==> config.mk <==
export PLATFORM = sky130hd
export DESIGN_NAME = sbn_regs
export DESIGN_NICKNAME = d
export VERILOG_FILES = /design/src/verilog/sbn_pkg.sv /design/src/verilog/sbn_regs.sv
export VERILOG_INCLUDE_DIRS = /design/src /design/src/verilog
export SDC_FILE = /design/constraint.sdc
export NUM_CORES = 1
export LEC_CHECK = 0
export ABC_AREA = 1
export BUFFER_PORTS_ARGS = -buffer_cell sky130_fd_sc_hd__buf_4
export CAP_MARGIN = 20
export CORE_MARGIN = 3
export CORE_UTILIZATION = 38
export DETAILED_ROUTE_END_ITERATION = 8
export GPL_TIMING_DRIVEN = 0
export HOLD_SLACK_MARGIN = 0.08
export SLEW_MARGIN = 0
export SYNTH_ARGS = -nofsm -noshare
export SYNTH_HDL_FRONTEND = slang
export SYNTH_SLANG_ARGS = --single-unit
==> constraint.sdc <==
create_clock -name clk -period 4.22 [get_ports clk]
set_clock_uncertainty 0.2 [all_clocks]
set_input_delay 0.422 -clock clk [delete_from_list [all_inputs] [get_ports clk]]
set_output_delay 0.422 -clock clk [all_outputs]
set_load 0.01 [all_outputs]
==> src/verilog/sbn_map.svh <==
`ifndef SBN_MAP_SVH
`define SBN_MAP_SVH

`define SBN_OFF_NODE_ID 8'hE8
`define SBN_OFF_PHY_ACC 8'hEC
`define SBN_OFF_CYC_TIME 8'hF0
`define SBN_OFF_TIMER_CTL 8'hF4

`define SBN_NID_VALID_BIT 31
`define SBN_NID_ROOT_BIT 30
`define SBN_NID_CPS_BIT 27
`define SBN_NID_BUS_HI 15
`define SBN_NID_BUS_LO 6
`define SBN_NID_NODE_HI 5
`define SBN_NID_NODE_LO 0
`define SBN_BUS_INDEX_RST 10'h3FF
`define SBN_NODE_INDEX_RST 6'h3F
`define SBN_NODE_INDEX_MAX 6'h3F

`define SBN_PA_DONE_BIT 31
`define SBN_PA_RADDR_HI 27
`define SBN_PA_RADDR_LO 24
`define SBN_PA_RDATA_HI 23
`define SBN_PA_RDATA_LO 16
`define SBN_PA_RDREQ_BIT 15
`define SBN_PA_WRREQ_BIT 14
`define SBN_PA_TADDR_HI 11
`define SBN_PA_TADDR_LO 8
`define SBN_PA_WVAL_HI 7
`define SBN_PA_WVAL_LO 0

`define SBN_CT_SEC_HI 31
`define SBN_CT_SEC_LO 25
`define SBN_CT_CYC_HI 24
`define SBN_CT_CYC_LO 12
`define SBN_CT_OFF_HI 11
`define SBN_CT_OFF_LO 0
`define SBN_TICKS_PER_CYCLE 12'd3072
`define SBN_CYCLES_PER_SEC 13'd8000
`define SBN_SECONDS_MOD 8'd128

`define SBN_TC_SRC_BIT 22
`define SBN_TC_MASTER_BIT 21
`define SBN_TC_EN_BIT 20

`endif

==> src/verilog/sbn_pkg.sv <==
package sbn_pkg;

  typedef struct packed {
    logic valid;
    logic write;
    logic [3:0] addr;
    logic [7:0] data;
  } sbn_phy_req_t;

  typedef struct packed {
    logic valid;
    logic [3:0] addr;
    logic [7:0] data;
  } sbn_phy_resp_t;

  typedef struct packed {
    logic bus_reset;
    logic node_arrive;
    logic [5:0] node_index;
    logic is_root;
    logic cable_power;
  } sbn_phy_stat_t;

  typedef struct packed {
    logic [6:0] second;
    logic [12:0] cycle;
    logic [11:0] offset;
  } sbn_cyc_time_t;

endpackage

==> src/verilog/sbn_regs.sv <==
// Function
// RL1: Valid clears on bus reset, sets on node
// RL2: Root flag follows PHY root report
// RL3: Cable power flag follows PHY report
// RL4: Bus index writable, resets to ones
// RL5: Node index loaded from PHY after self-ID
// RL6: Software avoids async run at node 63
// RL7: Node identifier is bus over node
// RL8: Node identity reserved bits read zero
// RL9: Done clears on request, sets on response
// RL10: Capture returned PHY address and value
// RL11: Read request cleared once sent
// RL12: Write request cleared once sent
// RL13: Software never sets both requests
// RL14: Target address and write value, zero default
// RL15: Master sends timer in cycle start
// RL16: Non-master loads timer from cycle start
// RL17: Timer keeps counting locally when enabled
// RL18: Tick offset wraps modulo 3072
// RL19: Cycle index wraps modulo 8000
// RL20: Second count wraps modulo 128
// RL21: External reference clears tick offset
// RL22: Offset counts only while enabled
// RL23: Source select picks external rollover
// RL24: Master sends cycle start each rollover
// RL25: PHY response fields update together
`timescale 1ns/1ps
`default_nettype none
`include "sbn_map.svh"

module sbn_regs (
  input wire logic clk,
  input wire logic sys_rst,
  input wire logic [7:0] bus_addr,
  input wire logic [31:0] bus_wdata,
  input wire logic bus_wr,
  input wire logic bus_rd,
  output logic [31:0] bus_rdata,
  input wire sbn_pkg::sbn_phy_stat_t phy_stat,
  output sbn_pkg::sbn_phy_req_t phy_req,
  input wire logic phy_req_accept,
  input wire sbn_pkg::sbn_phy_resp_t phy_resp,
  input wire logic tick_24m,
  input wire logic ext_rollover_in,
  input wire logic cs_rx_valid,
  input wire sbn_pkg::sbn_cyc_time_t cs_rx_time,
  output logic cs_tx_valid,
  output sbn_pkg::sbn_cyc_time_t cs_tx_time,
  output logic [15:0] node_id,
  output logic node_index_unusable
);

  function automatic logic hit(
    input logic strobe,
    input logic [7:0] addr,
    input logic [7:0] offset
  );
    hit = strobe && (addr == offset);
  endfunction

  logic wr_node;
  logic wr_phy;
  logic wr_time;
  logic wr_ctl;

  assign wr_node = hit(bus_wr, bus_addr, `SBN_OFF_NODE_ID);
  assign wr_phy = hit(bus_wr, bus_addr, `SBN_OFF_PHY_ACC);
  assign wr_time = hit(bus_wr, bus_addr, `SBN_OFF_CYC_TIME);
  assign wr_ctl = hit(bus_wr, bus_addr, `SBN_OFF_TIMER_CTL);

  // Node identity state
  logic node_id_valid;
  logic root;
  logic cable_power_ok;
  logic [9:0] bus_index;
  logic [5:0] phys_node_index;

  always_ff @(posedge clk) begin
    if (sys_rst) begin
      node_id_valid <= 1'b0;
    end else if (phy_stat.node_arrive) begin
      // A new number in the same cycle as a reset edge still counts
      node_id_valid <= 1'b1; // RL1
    end else if (phy_stat.bus_reset) begin
      node_id_valid <= 1'b0; // RL1
    end
  end

  always_ff @(posedge clk) begin
    if (sys_rst) begin
      root <= 1'b0;
    end else if (phy_stat.node_arrive) begin
      root <= phy_stat.is_root; // RL2
    end else if (phy_stat.bus_reset) begin
      root <= 1'b0; // RL2
    end
  end

  always_ff @(posedge clk) begin
    if (sys_rst) begin
      cable_power_ok <= 1'b0;
    end else begin
      cable_power_ok <= phy_stat.cable_power; // RL3
    end
  end

  always_ff @(posedge clk) begin
    if (sys_rst) begin
      bus_index <= `SBN_BUS_INDEX_RST; // RL4
    end else if (wr_node) begin
      bus_index <= bus_wdata[`SBN_NID_BUS_HI:`SBN_NID_BUS_LO]; // RL4
    end
  end

  always_ff @(posedge clk) begin
    if (sys_rst) begin
      phys_node_index <= `SBN_NODE_INDEX_RST;
    end else if (phy_stat.node_arrive) begin
      phys_node_index <= phy_stat.node_index; // RL5
    end
  end

  assign node_id = {bus_index, phys_node_index}; // RL7
  // Flag for the transmit contexts, which must not run at this index
  assign node_index_unusable = (phys_node_index == `SBN_NODE_INDEX_MAX); // RL6

  // PHY register access state
  logic phy_access_done;
  logic [3:0] phy_return_addr;
  logic [7:0] phy_return_value;
  logic phy_read_req;
  logic phy_write_req;
  logic [3:0] phy_target_addr;
  logic [7:0] phy_write_value;
  logic sw_req;
  logic req_sent;

  assign sw_req = wr_phy && (bus_wdata[`SBN_PA_RDREQ_BIT] || bus_wdata[`SBN_PA_WRREQ_BIT]);
  assign req_sent = phy_req.valid && phy_req_accept;

  always_ff @(posedge clk) begin
    if (sys_rst) begin
      phy_access_done <= 1'b0;
      phy_return_addr <= 4'h0;
      phy_return_value <= 8'h00;
    end else if (phy_resp.valid) begin
      // Response beats a concurrent request write so no answer is lost
      phy_access_done <= 1'b1; // RL9
      phy_return_addr <= phy_resp.addr; // RL10 RL25
      phy_return_value <= phy_resp.data; // RL10 RL25
    end else if (sw_req) begin
      phy_access_done <= 1'b0; // RL9
    end
  end

  // Both set is illegal; read wins so only one request goes out
  always_ff @(posedge clk) begin
    if (sys_rst) begin
      phy_read_req <= 1'b0;
    end else if (wr_phy) begin
      phy_read_req <= bus_wdata[`SBN_PA_RDREQ_BIT]; // RL13
    end else if (req_sent) begin
      phy_read_req <= 1'b0; // RL11
    end
  end

  always_ff @(posedge clk) begin
    if (sys_rst) begin
      phy_write_req <= 1'b0;
    end else if (wr_phy) begin
      phy_write_req <= bus_wdata[`SBN_PA_WRREQ_BIT] && !bus_wdata[`SBN_PA_RDREQ_BIT]; // RL13
    end else if (req_sent) begin
      phy_write_req <= 1'b0; // RL12
    end
  end

  always_ff @(posedge clk) begin
    if (sys_rst) begin
      phy_target_addr <= 4'h0; // RL14
    end else if (wr_phy) begin
      phy_target_addr <= bus_wdata[`SBN_PA_TADDR_HI:`SBN_PA_TADDR_LO]; // RL14
    end
  end

  always_ff @(posedge clk) begin
    if (sys_rst) begin
      phy_write_value <= 8'h00; // RL14
    end else if (wr_phy) begin
      phy_write_value <= bus_wdata[`SBN_PA_WVAL_HI:`SBN_PA_WVAL_LO]; // RL14
    end
  end

  always_comb begin
    phy_req.valid = phy_read_req || phy_write_req; // RL11 RL12
    phy_req.write = phy_write_req;
    phy_req.addr = phy_target_addr; // RL14
    // Write value is not sent on a read
    phy_req.data = phy_write_req ? phy_write_value : 8'h00; // RL14
  end

  // Timer control
  logic rollover_source_sel;
  logic time_master_sel;
  logic tick_count_en;

  always_ff @(posedge clk) begin
    if (sys_rst) begin
      rollover_source_sel <= 1'b0;
    end else if (wr_ctl) begin
      rollover_source_sel <= bus_wdata[`SBN_TC_SRC_BIT]; // RL23
    end
  end

  always_ff @(posedge clk) begin
    if (sys_rst) begin
      time_master_sel <= 1'b0;
    end else if (wr_ctl) begin
      time_master_sel <= bus_wdata[`SBN_TC_MASTER_BIT]; // RL24
    end
  end

  always_ff @(posedge clk) begin
    if (sys_rst) begin
      tick_count_en <= 1'b0;
    end else if (wr_ctl) begin
      tick_count_en <= bus_wdata[`SBN_TC_EN_BIT]; // RL22
    end
  end

  // Cycle timer
  logic [6:0] time_second_count;
  logic [12:0] time_cycle_index;
  logic [11:0] time_tick_offset;
  logic next_rollover;
  logic int_wrap;
  logic ext_wrap;
  logic [11:0] next_offset;
  logic [12:0] next_cycle;
  logic [6:0] next_second;

  // Values loaded out of range wrap at the next step instead of running on
  function automatic logic at_last(
    input logic [12:0] value,
    input logic [12:0] last
  );
    at_last = value >= last;
  endfunction

  assign int_wrap = !rollover_source_sel && tick_count_en && tick_24m
    && at_last(13'(time_tick_offset), 13'(`SBN_TICKS_PER_CYCLE - 12'd1)); // RL18 RL23
  assign ext_wrap = rollover_source_sel && ext_rollover_in; // RL23
  assign next_rollover = int_wrap || ext_wrap;

  always_comb begin
    next_offset = time_tick_offset;
    next_cycle = time_cycle_index;
    next_second = time_second_count;
    if (next_rollover) begin
      next_offset = 12'h000; // RL18 RL21
      if (at_last(time_cycle_index, `SBN_CYCLES_PER_SEC - 13'd1)) begin
        next_cycle = 13'h0000; // RL19
        next_second = time_second_count + 7'd1; // RL20
      end else begin
        next_cycle = time_cycle_index + 13'd1; // RL19
      end
    end else if (tick_count_en && tick_24m) begin
      // External mode: hold at the top rather than wrap on a late reference
      if (time_tick_offset != 12'hFFF) begin
        next_offset = time_tick_offset + 12'd1; // RL17 RL22
      end
    end
  end

  logic cs_load;
  logic tx_now;

  // A master keeps its own time and ignores cycle starts it hears
  assign cs_load = cs_rx_valid && !time_master_sel; // RL16
  // A software timer write that cycle takes the place of the rollover
  assign tx_now = time_master_sel && next_rollover && !wr_time; // RL24

  always_ff @(posedge clk) begin
    if (sys_rst) begin
      time_second_count <= 7'h00;
    end else if (wr_time) begin
      time_second_count <= bus_wdata[`SBN_CT_SEC_HI:`SBN_CT_SEC_LO];
    end else if (cs_load) begin
      time_second_count <= cs_rx_time.second; // RL16
    end else begin
      time_second_count <= next_second; // RL20
    end
  end

  always_ff @(posedge clk) begin
    if (sys_rst) begin
      time_cycle_index <= 13'h0000;
    end else if (wr_time) begin
      time_cycle_index <= bus_wdata[`SBN_CT_CYC_HI:`SBN_CT_CYC_LO];
    end else if (cs_load) begin
      time_cycle_index <= cs_rx_time.cycle; // RL16
    end else begin
      time_cycle_index <= next_cycle; // RL19
    end
  end

  always_ff @(posedge clk) begin
    if (sys_rst) begin
      time_tick_offset <= 12'h000;
    end else if (wr_time) begin
      time_tick_offset <= bus_wdata[`SBN_CT_OFF_HI:`SBN_CT_OFF_LO];
    end else if (cs_load) begin
      time_tick_offset <= cs_rx_time.offset; // RL16
    end else begin
      time_tick_offset <= next_offset; // RL17
    end
  end

  always_ff @(posedge clk) begin
    if (sys_rst) begin
      cs_tx_valid <= 1'b0;
    end else begin
      cs_tx_valid <= tx_now; // RL24
    end
  end

  // The sent time is the value the timer holds once the rollover lands
  always_ff @(posedge clk) begin
    if (sys_rst) begin
      cs_tx_time <= '0;
    end else if (tx_now) begin
      cs_tx_time <= '{second: next_second, cycle: next_cycle, offset: next_offset}; // RL15
    end
  end

  // Read port: data one cycle after the strobe, zero otherwise
  logic [31:0] next_rdata;

  always_comb begin
    next_rdata = 32'h00000000;
    if (bus_rd) begin
      unique case (bus_addr)
        `SBN_OFF_NODE_ID: begin
          // Bits not placed here are reserved and stay zero
          next_rdata[`SBN_NID_VALID_BIT] = node_id_valid;
          next_rdata[`SBN_NID_ROOT_BIT] = root;
          next_rdata[`SBN_NID_CPS_BIT] = cable_power_ok;
          next_rdata[`SBN_NID_BUS_HI:`SBN_NID_NODE_LO] = node_id; // RL7 RL8
        end
        `SBN_OFF_PHY_ACC: begin
          next_rdata[`SBN_PA_DONE_BIT] = phy_access_done;
          next_rdata[`SBN_PA_RADDR_HI:`SBN_PA_RADDR_LO] = phy_return_addr;
          next_rdata[`SBN_PA_RDATA_HI:`SBN_PA_RDATA_LO] = phy_return_value;
          next_rdata[`SBN_PA_RDREQ_BIT] = phy_read_req;
          next_rdata[`SBN_PA_WRREQ_BIT] = phy_write_req;
          next_rdata[`SBN_PA_TADDR_HI:`SBN_PA_TADDR_LO] = phy_target_addr;
          next_rdata[`SBN_PA_WVAL_HI:`SBN_PA_WVAL_LO] = phy_write_value;
        end
        `SBN_OFF_CYC_TIME: begin
          next_rdata[`SBN_CT_SEC_HI:`SBN_CT_SEC_LO] = time_second_count;
          next_rdata[`SBN_CT_CYC_HI:`SBN_CT_CYC_LO] = time_cycle_index;
          next_rdata[`SBN_CT_OFF_HI:`SBN_CT_OFF_LO] = time_tick_offset;
        end
        `SBN_OFF_TIMER_CTL: begin
          next_rdata[`SBN_TC_SRC_BIT] = rollover_source_sel;
          next_rdata[`SBN_TC_MASTER_BIT] = time_master_sel;
          next_rdata[`SBN_TC_EN_BIT] = tick_count_en;
        end
        default: begin
          next_rdata = 32'h00000000;
        end
      endcase
    end
  end

  always_ff @(posedge clk) begin
    if (sys_rst) begin
      bus_rdata <= 32'h00000000;
    end else begin
      bus_rdata <= next_rdata;
    end
  end

endmodule
`default_nettype wire

[Word-level counts from Yosys, hierarchy flattened]
Index checks and enable logic that the tools add are counted.
Storage, ports and cells
  word-level logic and storage cells: 95
  bits in registers: 146
  output and inout port bits: 96
Operators by class
  bitwise operators: 2
  eq/ne operators: 6
  magnitude comparators: 2
  reduce and logical (&&, ||, !) cells: 27
  multiplexer cells: 31
  add/subtract/negate cells: 3
Operators by type and width (count)
  12-bit two-way mux: 5
  13-bit two-way mux: 4
  12-bit one-hot mux with 3 select lines: 1
  8-bit == test (second input constant): 4
  7-bit two-way mux: 4
  4-bit one-hot mux with 2 select lines: 2
  1-bit logical AND: 15
  13-bit by 1-bit adder with 13-bit output (second input constant): 1
  13-bit greater-or-equal comparator (second input constant): 1
  12-bit by 1-bit adder with 12-bit output (second input constant): 1
  12-bit greater-or-equal comparator (second input constant): 1
  12-bit != test (second input constant): 1
  3-bit one-hot mux with 3 select lines: 1
  1-bit two-way mux: 8
  8-bit two-way mux: 1
  7-bit by 1-bit adder with 7-bit output (second input constant): 1
  6-bit == test (second input constant): 1
  1-bit one-hot mux with 3 select lines: 2
  2-bit one-hot mux with 3 select lines: 1
  2-bit nonzero test: 3
  1-bit logical NOT: 4
  2-bit one-hot mux with 2 select lines: 1
  1-bit logical OR: 3
  3-bit OR reduction: 1
  3 further kinds: 4

[Depth between registers and ports, before layout]
Gate-level depths: netlist (run 1).
  depth in word-level cells: 8
  gate-level depth with buffers: 15
  depth with buffers taken out: 13

[Worst setup path before layout (run 1)]
OpenSTA, ideal clock, no wires.
  path kind: register -> register
  start point: register time_tick_offset[0]
  end point: register cs_tx_time[10] (netlist name)
  setup slack: 2286 ps
  cell stages (with the launch flop): 14
  data required time: 3908 ps
  data arrival time: 1622 ps
  buffers on the path: 3
  period minus slack after synthesis: 1934 ps
  setup time: 112 ps
  path through: dfxtp_1 -> ha_1 -> nand2_2 -> nor2_4 -> nand3_1 -> nand2_1 -> nand2_2 -> nand2_4 -> inv_2 -> nor2_4 -> buf_6 -> buf_6 -> buf_4 -> nor2_1
Between the ends
  word-level cells in the longest chain between the ends: 5
  elaborated cells on any way between the ends: 10
  those cells by class: add/sub (1); order compare (1); eq/ne (1); mux (3); reduce/logical (4)
RTL lines
  start: declaration: RTL line sbn_regs.sv:233  | logic [11:0] time_tick_offset;
  start signal: assignment: RTL line sbn_regs.sv:310  | time_tick_offset <= bus_wdata[`SBN_CT_OFF_HI:`SBN_CT_OFF_LO];
  start signal: assignment: RTL line sbn_regs.sv:312  | time_tick_offset <= cs_rx_time.offset;
  start signal: assignment: RTL line sbn_regs.sv:314  | time_tick_offset <= next_offset;
  parallel branches: the longest is 5 deep, another holds 12-bit by 1-bit adder with 12-bit output
  end signal: assignment: RTL line sbn_regs.sv:331  | cs_tx_time <= '{second: next_second, cycle: next_cycle, offset: next_offset};
  end: declaration: RTL line sbn_regs.sv:48  | output sbn_pkg::sbn_cyc_time_t cs_tx_time,
Parallel ways; which one is timed is not known.
A chain may end at the register's enable or synchronous reset.

[Final worst setup path (run 1)]
  start point: register time_tick_offset[1]
  end point: register time_cycle_index[5]
Between the ends
  word-level cells in the longest chain between the ends: 6
RTL lines
  12-bit greater-or-equal comparator: RTL line sbn_regs.sv:246  | at_last = value >= last;
  1-bit logical AND: RTL line sbn_regs.sv:249  | assign int_wrap = !rollover_source_sel && tick_count_en && tick_24m
  1-bit logical OR: RTL line sbn_regs.sv:252  | assign next_rollover = int_wrap || ext_wrap;
  13-bit two-way mux: RTL line sbn_regs.sv:258  | if (next_rollover) begin
  13-bit two-way mux: RTL line sbn_regs.sv:299  | end else if (cs_load) begin
  13-bit two-way mux: RTL line sbn_regs.sv:297  | end else if (wr_time) begin
  end signal: assignment: RTL line sbn_regs.sv:298  | time_cycle_index <= bus_wdata[`SBN_CT_CYC_HI:`SBN_CT_CYC_LO];
  end signal: assignment: RTL line sbn_regs.sv:300  | time_cycle_index <= cs_rx_time.cycle;
  end signal: assignment: RTL line sbn_regs.sv:302  | time_cycle_index <= next_cycle;
  end: declaration: RTL line sbn_regs.sv:232  | logic [12:0] time_cycle_index;
Every way passes these cells.

==> results of run 1 <==
==> final timing paths <==
check	startpoint	to	slack [ns]	cells past startpoint
min	phy_resp[10]	phy_return_addr[2]$_SDFFE_PP0P_	0.08	3
max	time_tick_offset[1]$_SDFF_PP0_	time_cycle_index[5]$_SDFF_PP0_	1.84	12
min reg2reg	cs_tx_time[7]$_SDFFE_PP0P_	cs_tx_time[7]$_SDFFE_PP0P_	0.25	2
max reg2reg	time_tick_offset[1]$_SDFF_PP0_	time_cycle_index[5]$_SDFF_PP0_	1.84	12
==> kinds of logic (layout without fill, tap and decap cells) <==
| family | Yosys count | count (layout) | share of synthesized area |
|---|---|---|---|
| compound gates | 204 | 204 | 0.160 |
| xor+xnor | 10 | 10 | 0.0129 |
| fa+ha+maj | 3 | 3 | 0.00553 |
| buf+inv | 177 | 452 | 0.104 |
| flops | 146 | 146 | 0.430 |
| simple gates | 472 | 472 | 0.287 |
==> metal layers <==
layer | share of wire | wire length (um)
met4 | 0.018 | 446
met3 | 0.087 | 2220
met5 | 0 | 0
met2 | 0.43 | 10900
met1 | 0.47 | 11900
==> sequential cells by signal, summed over array words and instances, names as in the netlist, 4 cells and up <==
| name | count |
|---|---|
| phy_target_addr | 4 |
| bus_index | 10 |
| bus_rdata | 32 |
| phy_write_value | 8 |
| time_cycle_index | 13 |
| time_tick_offset | 12 |
| phy_return_addr | 4 |
| time_second_count | 7 |
| phy_return_value | 8 |
| phys_node_index | 6 |
| cs_tx_time | 32 |
==> final cells by class <==
cell class / count / area [um2]
plain buffers: 49 / 225
clock buffers: 17 / 425
clock inverters: 15 / 144
fillers: 1772 / 7840
inverters: 128 / 480
multi-input cells: 689 / 3160
flip-flops and latches: 146 / 2920
well taps: 225 / 282
repair buffers: 243 / 1940
==> power groups by stage <==
stage	Sequential (mW)	Combinational (mW)	Clock, mW
final	1.44	0.306	1.47
after global routing	1.45	0.339	1.55
after CTS	1.44	0.305	1.49
after detailed placement	1.47	0.269	0
after global placement	1.47	0.269	0
after floorplan	1.46	0.126	0
==> synthesized netlist by cell type (8+ instances only) <==
cell	number	share of area
o21ai_1	12	0.0088
buf_2	9	0.0066
a31oi_1	11	0.010
o32ai_1	8	0.010
inv_1	125	0.069
a21oi_1	69	0.051
nand2_1	248	0.14
clkbuf_1	31	0.017
o22ai_1	13	0.012
nor2_1	125	0.069
o21ai_0	89	0.066
nand4_1	11	0.010
nand3_1	68	0.050
dfxtp_1	146	0.43
xor2_1	9	0.012
==> worst max-delay path, delay by kind of cell (launching register included) <==
family / cells / cell delay, ns
AOI/OAI and AO/OA: 2 / 0.37
adders and majority gates: 1 / 0.26
buffers and inverters: 1 / 0.24
DFF: 1 / 0.46
and+or+nand+nor: 8 / 0.78
==> what timing repair did <==
item                       CTS  global route
setup endpoints to repair    0             0
hold buffers                45             0
hold endpoints to repair    44             0
==> results.ini, run 1 <==
[status]
status=complete, no violations

[clocking]
ctsResizeCount=0
cts_setup_buffers=0
cts_tree=built
htree_levels=4
path_clk_slew_ns=0.07
insertion_delay_ns=0.44
numCtsBuffers=17
cts.sinks=146
clockBufferDepth=2
root_buffer=clkbuf_16

[drt]
wl_per_cell_um=16.8
drcViolationCount=0
vias=7485
viasPerCell=4.95
first_pass_iters=6
postRouteWirelength_um=25400
antenna_left=0
detail_route.iter0.violations=556

[floorplanning]
core_um2=17400
die_x_um=140
dieArea_um2=19500
initial_core_util=0.390
num_rows=48
pin_count=199
die_h_um=140

[critical_path]
slowest_delay_ns=0.46
critPathKind=reg -> reg
end_kind=register
critPathMaxFanout=10
worstPathCellList=ha_1 > nand2_2 > nor2_4 > nand3_1 > nand2_1 > nand2_2 > nand2_4 > buf_2 > nand3_1 > o21ai_0 > nand2_1 > a21oi_1
cp.required_ns=4.39
crit_arrival_ns=2.54
worstSetupStartpointType=register
cp_slowest_cell=dfxtp_1

[grt]
grt_pass1_wl_um=38900
grt_pass1_vias=7018
use_met3=0.0753
overflow=0
grt_use_met2=0.374
busiest_layer=met2
grt_max_degree=17
met1_usage=0.360
grt_usage=0.255
antenna_found_initial=0

[cells_and_area]
drive_gt1_frac=0.200
layout_common_cells=248 x nand2_1, 200 x buf_4, 146 x dfxtp_1, 125 x inv_1, 125 x nor2_1
mostFrequentLayoutCell=nand2_1
final_cells=1512
final_core_util=0.550
final_area_um2=9580
syn2layout_area_growth_pct=41.0
diodes=0
nets=1380

[pwr]
netSwitchingFraction=0.274
p_per_area_nw_per_um2=336
seqPwrFrac=0.448
p_total_mw=3.22
p_sw_mw=0.882
peakVddDrop_mv=0.286
clkPwrFrac=0.457
p_comb_frac=0.095
p_int_mw=2.34
power_leakage_nw=4.54

[synthesis]
ys_seq_elements=146
syn_inst=1012
yosysSeqAreaShare=0.430
synthDistinctLibCells=32
synth_nets=1118
syn_area_um2=6790
synthArstFlopShare=0
synth_ff_type=dfxtp_1
syn_area_per_cell_um2=6.71
ys_warn_count=0
synth-edff-count=0

[sta]
maxSlewViolCount=0
layout_setup_ws_ns=1.84
post-route-min-period_ns=2.38
fmax_ghz=0.421
finalHoldViolCount=0
fin_crit_sh=0.564
rsz0062_at_grt=no
final.setup.tns_ns=0
setup_viol_count_final=0
tightest_slew_ns=0.805
slew_headroom=0.463
timing.hold.ws_ns=0.0809

[placed_design]
post-dp-hpwl_um=19600
dpl-instance-area_um2=8560
port-buffer-count=198
dpl.cell_count=1435
globalplace.congestion=0.941
pre_cts_slack_ns=1.65

[worst_hold_path]
hp-class=in -> reg

[job]
maxCapViolations=0

Power figures use the tool's default switching activity.
==> inputs of run 2 (changes only) <==
- ABC_AREA: 1 -> 0
- clock period: 4.22 -> 2 ns (I/O delays scaled with it)
==> results.ini, run 2 <==
[sta]
rsz0062_at_grt=yes
setup_viol_count_final=52
maxSlewViolCount=0
layout_setup_ws_ns=-0.154
fin_crit_sh=1.08
fmax_ghz=0.464
finalHoldViolCount=0
slew_headroom=0.466
timing.hold.ws_ns=0.105
post-route-min-period_ns=2.15
tightest_slew_ns=0.800

[placed_design]
globalplace.congestion=0.921
post-dp-hpwl_um=18900
dpl-instance-area_um2=8390
port-buffer-count=195

[cells_and_area]
final_core_util=0.650
mostFrequentLayoutCell=buf_4
syn2layout_area_growth_pct=65.2
layout_common_cells=215 x buf_4, 124 x dfxtp_1, 93 x dlygate4sd3_1, 79 x nand2_1, 68 x a21oi_1
nFillCells=1403
nets=1196
diodes=0
drive_gt1_frac=0.371
top_regs=bus_rdata: 32 flops, cs_tx_time: 32 flops, time_cycle_index: 13 flops
final_area_um2=10900

[grt]
use_met3=0.0628
busiest_layer=met2
grt_pass1_wl_um=40500
antenna_found_initial=0
overflow=0
met1_usage=0.388
grt_usage=0.284
grt_max_degree=17
grt_use_met2=0.428
grt_pass1_vias=7169

[clocking]
cts_tree=built
clockBufferDepth=2
insertion_delay_ns=0.44
cts.sinks=146
htree_levels=4
path_clk_slew_ns=0.06
numCtsBuffers=17
root_buffer=clkbuf_16

[synthesis]
synth_common_cells=146 x dfxtp_1, 79 x nand2_1, 70 x a21oi_1
synth_top_family_by_area=compound AO/OA/AOI/OAI gates
synth_nets=858
ys_seq_elements=146
syn_inst=752
yosys-mux-area-fraction=0.0319
synth_area_leaders=dfxtp_1 44%, a21oi_1 5.3%, nand2_1 4.5%
synth-edff-count=0
ys_warn_count=0
synth-xor-area-share=0.0159
synthDistinctLibCells=74
syn_area_um2=6620
synth-simple-area-share=0.225
synth.most_common_cell=dfxtp_1
syn_area_per_cell_um2=8.80
synth_compound_area_frac=0.228
synthArstFlopShare=0
yosysSeqAreaShare=0.442
synth_ff_type=dfxtp_1
yosys.area.top_type=dfxtp_1
synth_top_area_share=0.442
synth_adder_area_share=0.00567

[critical_path]
critPathMaxFanout=7
cp.required_ns=2.08
crit_arrival_ns=2.24
worstSetupStartpointType=register
end_kind=register
critPathKind=reg -> reg

[pwr]
power_leakage_nw=4.35
p_total_mw=7.23
p_per_area_nw_per_um2=661
peakVddDrop_mv=0.669

[drt]
detail_route.iter0.violations=763
wl_per_cell_um=20.9
drcViolationCount=0
first_pass_iters=6
antenna_left=0
viasPerCell=5.72
postRouteWirelength_um=27700
vias=7557

[status]
status=complete, but fails checks
violations=negative setup slack

[floorplanning]
die_h_um=138
core_um2=16800
initial_core_util=0.394
die_x_um=138
pin_count=199
num_rows=47
dieArea_um2=19000

[job]
maxCapViolations=0

[worst_hold_path]
hp-class=in -> reg

## run 2: changes by cell type in the layout (fill, tap and decap cells not counted), moves of 17 or more
cell	delta
dlygate4sd3_1	+48
nor2_1	-76
inv_1	-117
nand2_1	-169
dfxtp_1	-22
mux2i_1	+19
and3_1	+17
nand3_1	-34
a22oi_1	+23
o21ai_0	-76
a211oi_2	+21
## run 2: what timing repair did
item                                    CTS  global route
buffers inserted                         24             7
gates resized for setup                  92            77
hold buffers                             92             1
endpoints found under the setup margin   95            75
endpoints found under the hold margin    85             2
pin swaps                                32            45
cloned                                    3             3
## run 2: worst max-delay path, cell delays in order, from the launching register on
cell	delay, ns
dfxtp_4	0.36
ha_4	0.13
and4_1	0.18
buf_6	0.14
and4_4	0.29
buf_8	0.16
nor2_4	0.08
a221oi_4	0.36
a211oi_2	0.11
## run 2: cell type report
cell class              count  area (um2)  area share
flip-flops and latches    146        2980       0.272
multi-input cells         538        3960       0.362
clock buffers              18         429      0.0392
plain buffers              55         325      0.0297
repair buffers            323        2780       0.254
clock inverters            13         160      0.0146
well taps                 220         275      0.0252
inverters                   9        36.3     0.00332
## run 2: metal layers
metal	up-vias	share of wire
met2	472	0.44
met5	-	0
met4	0	0.042
li1	3479	-
met3	81	0.098
met1	3525	0.42
## run 2: kinds of logic after synthesis
logic type               Yosys count
AND/OR/NAND/NOR                  278
AO/OA/AOI/OAI                    222
flip-flops                       146
buffers and inverters             70
multiplexers                      21
XOR/XNOR                          12
adder cells (fa/ha/maj)            3
## run 2: final timing paths
path	startpoint	endpoint	slack (ns)	cells past startpoint
max	time_tick_offset[1]$_SDFF_PP0_	cs_tx_time[15]$_SDFFE_PP0P_	-0.15	8
max reg2reg	time_tick_offset[1]$_SDFF_PP0_	cs_tx_time[15]$_SDFFE_PP0P_	-0.15	8
min reg2reg	cs_tx_time[0]$_SDFFE_PP0P_	cs_tx_time[0]$_SDFFE_PP0P_	0.26	1
min	tick_24m	time_tick_offset[11]$_SDFF_PP0_	0.11	5
## run 2: metrics by stage
step,setup TNS [ns],worst slack [ns],std cells
6_report,-3.73,-0.154,1322
5_1_grt,-7.25,-0.206,1322
4_1_cts,-2.80,-0.126,1314
3_5_place_dp,-48.33,-0.690,1168
3_3_place_gp,-48.67,-0.682,1167
2_1_floorplan,-0.0330,-0.0330,752
## run 2: power by group
| group | total [mW] | internal [mW] | switching, mW | leakage [nW] |
|---|---|---|---|---|
| logic | 0.865 | 0.460 | 0.405 | 2.86 |
| registers | 3.10 | 2.98 | 0.119 | 1.20 |
| clock network | 3.27 | 1.96 | 1.32 | 0.283 |
| total | 7.23 | 5.39 | 1.84 | 4.35 |
